===== config.mk =====
export PLATFORM = sky130hd
export DESIGN_NAME = pir_irq_router
export DESIGN_NICKNAME = d
export VERILOG_FILES = /design/src/design/pir_pkg.sv /design/src/design/pir_pin_route.sv /design/src/design/pir_mio_cond.sv /design/src/design/pir_irq_router.sv
export SDC_FILE = /design/constraint.sdc
export NUM_CORES = 1
export LEC_CHECK = 0
export ABC_CLOCK_PERIOD_IN_PS = 2900
export BUFFER_PORTS_ARGS = -buffer_cell sky130_fd_sc_hd__buf_2
export CAP_MARGIN = 20
export CORE_MARGIN = 5
export CORE_UTILIZATION = 48
export CTS_BUF_LIST = sky130_fd_sc_hd__clkbuf_16
export DETAILED_ROUTE_END_ITERATION = 6
export PLACE_DENSITY_LB_ADDON = 0.1
export SLEW_MARGIN = 20
export SYNTH_ARGS = -nofsm -noshare
export SYNTH_HDL_FRONTEND = slang
export SYNTH_HIERARCHICAL = 1
export SYNTH_SLANG_ARGS = --single-unit

===== constraint.sdc =====
create_clock -name clk_sys -period 2.9 [get_ports clk_sys]
set_input_delay 0.435 -clock clk_sys [delete_from_list [all_inputs] [get_ports clk_sys]]
set_output_delay 0.435 -clock clk_sys [all_outputs]
set_load 0.03 [all_outputs]

===== src/design/pir_pkg.sv =====
/*
 * constants for the dual-function interrupt router: register offsets,
 * field positions, reset values and write masks.
 * assumes byte offsets within the local configuration space.
 */
package pir_pkg;

    // ---------------------------------------------------------------
    // register offsets
    // ---------------------------------------------------------------
    localparam logic [7:0]  ADDR_MIC       = 8'h04;
    localparam logic [7:0]  ADDR_GIS       = 8'h10;

    // ---------------------------------------------------------------
    // global status/control field positions
    // ---------------------------------------------------------------
    localparam int          GIS_U0_MSK     = 16;
    localparam int          GIS_U1_MSK     = 17;
    localparam int          GIS_MIO_MSK    = 18;
    localparam int          GIS_MIO_PD_MSK = 20;
    localparam int          GIS_F0_PD_MSK  = 24;
    localparam int          GIS_F1_PD_MSK  = 25;
    localparam int          GIS_MIO_SEL    = 26;
    localparam int          GIS_PAR_EN     = 29;

    localparam logic [31:0] GIS_RST        = 32'h2c03_0000;
    localparam logic [31:0] GIS_WMASK      = 32'h2f3f_0000;

    // ---------------------------------------------------------------
    // multipurpose pin configuration fields
    // ---------------------------------------------------------------
    localparam int          MIC_INV        = 0;
    localparam int          MIC_PME_EN     = 4;
    localparam logic [31:0] MIC_RST        = 32'h0000_0000;
    localparam logic [31:0] MIC_WMASK      = 32'h0000_003f;

    // ---------------------------------------------------------------
    // interrupt pin field and serial-memory load targets
    // ---------------------------------------------------------------
    localparam logic [7:0]  PIN_NONE       = 8'h00;
    localparam logic [7:0]  PIN_A          = 8'h01;
    localparam logic [7:0]  PIN_B          = 8'h02;
    localparam logic [7:0]  PIN_RST        = 8'h01;

    typedef enum logic [1:0] {
        EE_MIC  = 2'b00,
        EE_GIS  = 2'b01,
        EE_PIN0 = 2'b10,
        EE_PIN1 = 2'b11
    } pir_ee_sel_t;

endpackage : pir_pkg


===== src/design/pir_pin_route.sv =====
/*
 * decodes one function's interrupt pin field onto the two shared pins.
 * assumes the field is held stable by its owner.
 */
`timescale 1ns/1ps

module pir_pin_route (
    input  wire logic       req,
    input  wire logic [7:0] pin_field,
    output logic            to_a,
    output logic            to_b
);

    // reserved and zero values reach neither pin
    assign to_a = req && (pin_field == pir_pkg::PIN_A);
    assign to_b = req && (pin_field == pir_pkg::PIN_B);

endmodule : pir_pin_route


===== src/design/pir_mio_cond.sv =====
/*
 * conditions one multipurpose pin: sense inversion, masking and
 * steering to function 0 or 1.
 * assumes the pin is synchronous to the system clock.
 */
`timescale 1ns/1ps

module pir_mio_cond (
    input  wire logic       pin,
    input  wire logic       inv,
    input  wire logic       sel_f1,
    input  wire logic       irq_msk,
    input  wire logic       pd_msk,
    input  wire logic       pme_en,
    output logic            state,
    output logic [1:0]      irq_f,
    output logic            pd_f0,
    output logic            pd_f1,
    output logic [1:0]      pme_f
);

    logic                   irq_on;

    assign state  = pin ^ inv;
    assign irq_on = state && irq_msk;
    assign irq_f  = {irq_on && sel_f1, irq_on && !sel_f1};
    // function 0 sees the idle state as its powerdown state
    assign pd_f0  = !state && pd_msk && !sel_f1;
    assign pd_f1  = state && pd_msk && sel_f1;
    assign pme_f  = {state && pme_en && sel_f1, state && pme_en && !sel_f1};

endmodule : pir_mio_cond


===== src/design/pir_irq_router.sv =====
/*
 * interrupt router for a two-function target: merges the uart,
 * multipurpose pin, parallel port and powerdown sources onto the
 * shared open-drain interrupt pins, and holds the global status/control,
 * pin configuration and interrupt pin field registers.
 * assumes the local register decode and serial-memory loader sit outside,
 * the powerdown filter of function 0 sits outside, and all inputs are
 * synchronous to clk_sys.
 */
`timescale 1ns/1ps

module pir_irq_router (
    input  wire logic        clk_sys,
    input  wire logic        nrst,
    input  wire logic [7:0]  reg_addr,
    input  wire logic        reg_wr,
    input  wire logic        reg_rd,
    input  wire logic [31:0] reg_wdata,
    output logic      [31:0] reg_rdata,
    input  wire logic        ee_wr,
    input  wire logic [1:0]  ee_sel,
    input  wire logic [31:0] ee_data,
    input  wire logic [11:0] uart_irq_source_mirror,
    input  wire logic        par_irq,
    input  wire logic [1:0]  multipurpose_pin,
    input  wire logic        pd_req_f0,
    input  wire logic        pd_req_f1,
    output logic [1:0]       mio_pd_f0,
    output logic [1:0]       pme_req,
    output logic [7:0]       int_pin_f0,
    output logic [7:0]       int_pin_f1,
    input  wire logic        inta_n_i,
    output logic             inta_n_o,
    output logic             inta_n_oe,
    input  wire logic        intb_n_i,
    output logic             intb_n_o,
    output logic             intb_n_oe
);

    // ---------------------------------------------------------------
    // registers
    // ---------------------------------------------------------------
    logic [31:0]             gis_ctl_r;
    logic [31:0]             gis_ctl_nxt;
    logic [31:0]             mic_r;
    logic [31:0]             mic_nxt;
    logic [7:0]              pin0_r;
    logic [7:0]              pin1_r;
    logic [1:0]              pd_st_r;
    logic [1:0]              pd_st_nxt;
    logic                    inta_r;
    logic                    intb_r;
    logic [1:0]              pme_r;
    logic [31:0]             rdata_r;
    logic [31:0]             rdata_nxt;

    // ---------------------------------------------------------------
    // decode
    // ---------------------------------------------------------------
    logic                    sel_gis;
    logic                    sel_mic;
    logic                    wr_gis;
    logic                    wr_mic;
    logic                    rd_gis;
    logic                    ee_gis;
    logic                    ee_mic;

    assign sel_gis = (reg_addr == pir_pkg::ADDR_GIS);
    assign sel_mic = (reg_addr == pir_pkg::ADDR_MIC);
    assign wr_gis  = reg_wr && sel_gis;
    assign wr_mic  = reg_wr && sel_mic;
    // reads from either function reach the same register
    assign rd_gis  = reg_rd && sel_gis;
    assign ee_gis  = ee_wr && (ee_sel == pir_pkg::EE_GIS);
    assign ee_mic  = ee_wr && (ee_sel == pir_pkg::EE_MIC);

    // ---------------------------------------------------------------
    // sources
    // ---------------------------------------------------------------
    logic [1:0]              uart_irq;
    logic [1:0]              mio_st;
    logic [1:0]              mio_irq_f [2];
    logic [1:0]              mio_pme_f [2];
    logic [1:0]              mio_pd_f1;

    // the mirror reads 1 in bit 0 while no uart interrupt pends, so a
    // uart with its own enables off after reset never requests
    assign uart_irq = ~{uart_irq_source_mirror[6],
                        uart_irq_source_mirror[0]};

    generate
        for (genvar i = 0; i < 2; i++) begin : g_mio
            pir_mio_cond u_mio (
                .pin     (multipurpose_pin[i]),
                .inv     (mic_r[pir_pkg::MIC_INV + i]),
                .sel_f1  (gis_ctl_r[pir_pkg::GIS_MIO_SEL + i]),
                .irq_msk (gis_ctl_r[pir_pkg::GIS_MIO_MSK + i]),
                .pd_msk  (gis_ctl_r[pir_pkg::GIS_MIO_PD_MSK + i]),
                .pme_en  (mic_r[pir_pkg::MIC_PME_EN + i]),
                .state   (mio_st[i]),
                .irq_f   (mio_irq_f[i]),
                .pd_f0   (mio_pd_f0[i]),
                .pd_f1   (mio_pd_f1[i]),
                .pme_f   (mio_pme_f[i])
            );
        end
    endgenerate

    // ---------------------------------------------------------------
    // function requests
    // ---------------------------------------------------------------
    logic [1:0]              fn_req;
    logic [1:0]              to_a;
    logic [1:0]              to_b;
    logic                    pd_set1;

    assign fn_req[0] = (uart_irq[0] && gis_ctl_r[pir_pkg::GIS_U0_MSK])
                     | (uart_irq[1] && gis_ctl_r[pir_pkg::GIS_U1_MSK])
                     | mio_irq_f[0][0] | mio_irq_f[1][0]
                     | (pd_st_r[0] && gis_ctl_r[pir_pkg::GIS_F0_PD_MSK]);
    assign fn_req[1] = (par_irq && gis_ctl_r[pir_pkg::GIS_PAR_EN])
                     | mio_irq_f[0][1] | mio_irq_f[1][1]
                     | (pd_st_r[1] && gis_ctl_r[pir_pkg::GIS_F1_PD_MSK]);

    generate
        for (genvar f = 0; f < 2; f++) begin : g_fn
            pir_pin_route u_route (
                .req       (fn_req[f]),
                .pin_field (f == 0 ? pin0_r : pin1_r),
                .to_a      (to_a[f]),
                .to_b      (to_b[f])
            );
        end
    endgenerate

    // ---------------------------------------------------------------
    // next values
    // ---------------------------------------------------------------
    // a pin routed to function 1 requests powerdown at once, no filter
    assign pd_set1   = pd_req_f1 | (|mio_pd_f1);
    // a new request in the reading cycle survives the clear
    assign pd_st_nxt = {pd_set1, pd_req_f0}
                     | (pd_st_r & {2{!rd_gis}});

    assign gis_ctl_nxt = wr_gis ? (reg_wdata & pir_pkg::GIS_WMASK)
                       : ee_gis ? (ee_data & pir_pkg::GIS_WMASK)
                       : gis_ctl_r;
    assign mic_nxt     = wr_mic ? (reg_wdata & pir_pkg::MIC_WMASK)
                       : ee_mic ? (ee_data & pir_pkg::MIC_WMASK)
                       : mic_r;

    assign rdata_nxt = !reg_rd ? rdata_r
                     : sel_gis ? ((gis_ctl_r & pir_pkg::GIS_WMASK)
                                  | {3'h0, par_irq, 4'h0, pd_st_r,
                                     18'h0, mio_st, uart_irq})
                     : sel_mic ? mic_r
                     : 32'h0000_0000;

    // ---------------------------------------------------------------
    // state
    // ---------------------------------------------------------------
    always_ff @(posedge clk_sys or negedge nrst) begin
        if (!nrst) begin
            gis_ctl_r <= pir_pkg::GIS_RST;
            mic_r     <= pir_pkg::MIC_RST;
            pd_st_r   <= 2'h0;
            rdata_r   <= 32'h0000_0000;
        end else begin
            gis_ctl_r <= gis_ctl_nxt;
            mic_r     <= mic_nxt;
            pd_st_r   <= pd_st_nxt;
            rdata_r   <= rdata_nxt;
        end
    end

    // the pin fields have no path from register writes
    always_ff @(posedge clk_sys or negedge nrst) begin
        if (!nrst) begin
            pin0_r <= pir_pkg::PIN_RST;
            pin1_r <= pir_pkg::PIN_RST;
        end else if (ee_wr && ee_sel == pir_pkg::EE_PIN0) begin
            pin0_r <= ee_data[7:0];
        end else if (ee_wr && ee_sel == pir_pkg::EE_PIN1) begin
            pin1_r <= ee_data[7:0];
        end
    end

    always_ff @(posedge clk_sys or negedge nrst) begin
        if (!nrst) begin
            inta_r <= 1'b0;
            intb_r <= 1'b0;
            pme_r  <= 2'h0;
        end else begin
            inta_r <= |to_a;
            intb_r <= |to_b;
            pme_r  <= mio_pme_f[0] | mio_pme_f[1];
        end
    end

    // ---------------------------------------------------------------
    // outputs
    // ---------------------------------------------------------------
    // open drain: drive low only while asserting, let others share
    assign inta_n_o   = 1'b0;
    assign inta_n_oe  = inta_r;
    assign intb_n_o   = 1'b0;
    assign intb_n_oe  = intb_r;
    assign reg_rdata  = rdata_r;
    assign int_pin_f0 = pin0_r;
    assign int_pin_f1 = pin1_r;
    assign pme_req    = pme_r;
endmodule : pir_irq_router


==> flow_summary_export.csv <==
group,metric,value,unit
cells_and_area,finalNetCount,412,
timing,maxClockFrequency,457,MHz
global_routing,grt_overflow,0,
yosys,yosysWarnings,6,
clock_tree,tritoncts,"built",
cells_and_area,antenna_cells,0,
floorplanning,dieArea,7550,µm²
yosys,synth_top_area_cell,"dfrtp_1",
cells_and_area,final_cells,394,
timing,skew,6.98,ps
run_status,status,"finished, final reports clean",
yosys,syn_inst,207,
yosys,synth_top_area_share,45.9,%
worst_setup_path,cp_max_fo,7,
job,cap_violations,0,
placement,place_ws,620,ps
floorplanning,boundaryPins,154,
cells_and_area,drive_gt1_share,58.0,%
worst_setup_path,reg2reg_depth,8,
cells_and_area,syn2layout_area_growth,27.3,%
clock_tree,cts_setup_buffers,0,
clock_tree,cts_resized,0,
worst_setup_path,path_cells,"xor2_2, and3b_1, nor2_1, o21ai_0, a221o_1, or4b_1, nor4b_2, or2_2",
power_and_ir_drop,power_density,674,nW/µm²
detailed_routing,vias_per_cell,5.25,
yosys,ys_ff_latch,59,
worst_setup_path,setup.worst_path.end_class,"flop",
timing,slew_headroom,49.9,%
floorplanning,die_w,86.9,µm
detailed_routing,drc_errors,0,
yosys,synth_area_per_cell,13.7,µm²
yosys,ys_types,37,
placement,io_buffers,99,
worst_setup_path,worstPathArrival,2450,ps
yosys,ys_dominant_reg_cell,"dfrtp_1",
yosys,synth_edf_count,0,
global_routing,grt_max_degree,32,
detailed_routing,wl_per_cell,17.2,µm
clock_tree,cts_max_path_buffers,2,
worst_setup_path,cp-start-kind,"flop",
clock_tree,clkLatencyLatePin,320,ps
yosys,synth.most_common_cell,"dfrtp_1",
yosys,synthTopCellsByArea,"dfrtp_1 46%, mux2_2 20%, dfstp_2 6.5%",
worst_hold_path,hold_class,"in -> async",
worst_setup_path,rr_startpoint,"mic_r[0]",
timing,drv_slew,0,
clock_tree,cts_root_buf,"clkbuf_16",
worst_setup_path,slowest_delay,520,ps
timing,fin_setup_tns,0,ps
placement,gp_congestion,0.804,
worst_setup_path,r2r_slack,710,ps
global_routing,grt_antenna_before_repair,0,
timing,fin_crit,2190,ps
worst_setup_path,critPathRequiredTime,3170,ps
detailed_routing,drt_iter0_markers,108,
timing,layout_worst_path_cycle_share,75.4,%
yosys,synthTopCellsByCount,"52 x dfrtp_1, 50 x mux2_2, 15 x a22o_1, 14 x buf_4, 7 x dfstp_2",
detailed_routing,drt_pass1_iterations,4,
power_and_ir_drop,peakVddDrop,403,µV
floorplanning,rows,28,
floorplanning,die_h,86.9,µm
timing,rsz0062_at_grt,"false",
yosys,yosysSeqAreaShare,52.4,%
detailed_routing,wl,6780,µm
placement,placed_cells,378,
clock_tree,htreeDepth,3,
clock_tree,clk_pin_slew,50,ps
clock_tree,ctsHoldBuffers,0,
worst_setup_path,crit_type,"reg -> reg",
yosys,async_flop_share,100,%
yosys,synth_area,2840,µm²
timing,setup_viol,0,
detailed_routing,ant_nets,0,
clock_tree,cts_buffers,9,
worst_setup_path,crit_slowest_cell,"or4b_1",
timing,worst_slack,712,ps
detailed_routing,vias,2070,
global_routing,grtUsageTotal,19.0,%
floorplanning,core-area,5820,µm²
worst_setup_path,r2r_end,"intb_n_oe",
timing,tightest_slew,751,ps
power_and_ir_drop,p_leak,1.82,nW
floorplanning,start_util,48.8,%
placement,dp_hpwl,5280,µm
global_routing,grt_pass1_vias,2089,
clock_tree,cts.sinks,59,
timing,hold_viol_final,0,
global_routing,grt_pass1_wl,10700,µm
-- final cells by class --
| type | instances | area [µm²] |
|---|---|---|
| Clock buffer | 9 | 225 |
| Timing Repair Buffer | 102 | 518 |
| Tap cell | 75 | 93.8 |
| Multi-Input combinational cell | 137 | 1240 |
| Sequential cell | 59 | 1490 |
| Clock inverter | 7 | 30.0 |
| Inverter | 5 | 18.8 |
| Fill cell | 480 | 2200 |
-- per-stage QoR --
stage,hold WS (ps),power (mW),area (µm²),utilization [%]
final,143,2.44,3610,62.1
after global routing,208,2.55,3610,62.1
after CTS,165,2.46,3610,62.1
after detailed placement,476,1.55,3360,57.7
after global placement,472,1.54,3360,57.7
after floorplan,139,1.37,2890,-
-- cells in the final DEF, fill, tap and decap left out, types with 2 or more instances in the layout --
master / n
mux2_2: 50
conb_1: 14
nand3_1: 4
a22o_1: 15
nand3b_1: 2
nor4b_2: 3
dfstp_2: 7
clkinv_2: 3
clkinv_1: 2
nor4_1: 2
buf_2: 99
o2bb2ai_1: 4
a22oi_1: 3
a32o_1: 2
nand2_1: 3
or3_1: 2
nor2_1: 2
xor2_2: 2
or4b_1: 2
dfrtp_1: 52
or2_2: 4
clkbuf_16: 9
buf_4: 3
and3_1: 6
inv_1: 7
nor3b_1: 2
and3b_1: 4
-- how the worst max path moves through the flow --
stage,to,cells after the start,slack (ps),startpoint
after floorplan,intb_n_oe,8,1010,mic_r[0]
after global placement,intb_n_oe,9,620,multipurpose_pin[0]
after detailed placement,intb_n_oe,9,620,multipurpose_pin[0]
after CTS,intb_n_oe,8,700,mic_r[0]
after global routing,intb_n_oe,8,620,mic_r[0]
final,intb_n_oe,8,710,mic_r[0]
-- per-layer routing --
layer | vias to the layer above | global-route usage [%] | wire, µm
met4 | 0 | 8.64 | 113
met3 | 11 | 5.30 | 565
met5 | - | 0 | 0
li1 | 966 | - | -
met1 | 1015 | 26.3 | 3000
met2 | 78 | 27.7 | 3110
-- state kept, by name, summed over array words and instances, names as in the netlist --
| register | cells |
|---|---|
| reg_rdata | 20 |
| gis_ctl_r | 11 |
| int_pin_f0 | 8 |
| int_pin_f1 | 8 |
| mic_r | 6 |
| pd_st_r | 2 |
| pme_req | 2 |
| inta_n_oe | 1 |
| intb_n_oe | 1 |
-- where the power goes --
part	switching [mW]	internal, mW	total, mW
clock network	0.344	0.559	0.903
registers	0.0865	0.938	1.02
logic	0.288	0.220	0.508
-- worst max-delay path, delay by kind of cell, from the launching register on --
kind             cells  cell delay [ps]
XOR/XNOR             1              340
AO/OA/AOI/OAI        2              210
flip-flops           1              420
AND/OR/NAND/NOR      5             1150
-- logic make-up after synthesis --
logic type	after synthesis	share of synthesized area, %
xor gates and xnor gates	2	1.15
and+or+nand+nor	42	12.1
DFF	59	52.4
muxes	50	19.9
buffers and inverters	24	5.60
AOI/OAI and AO/OA	29	8.82
other	1	0.132
(Power assumes the default switching activity.)
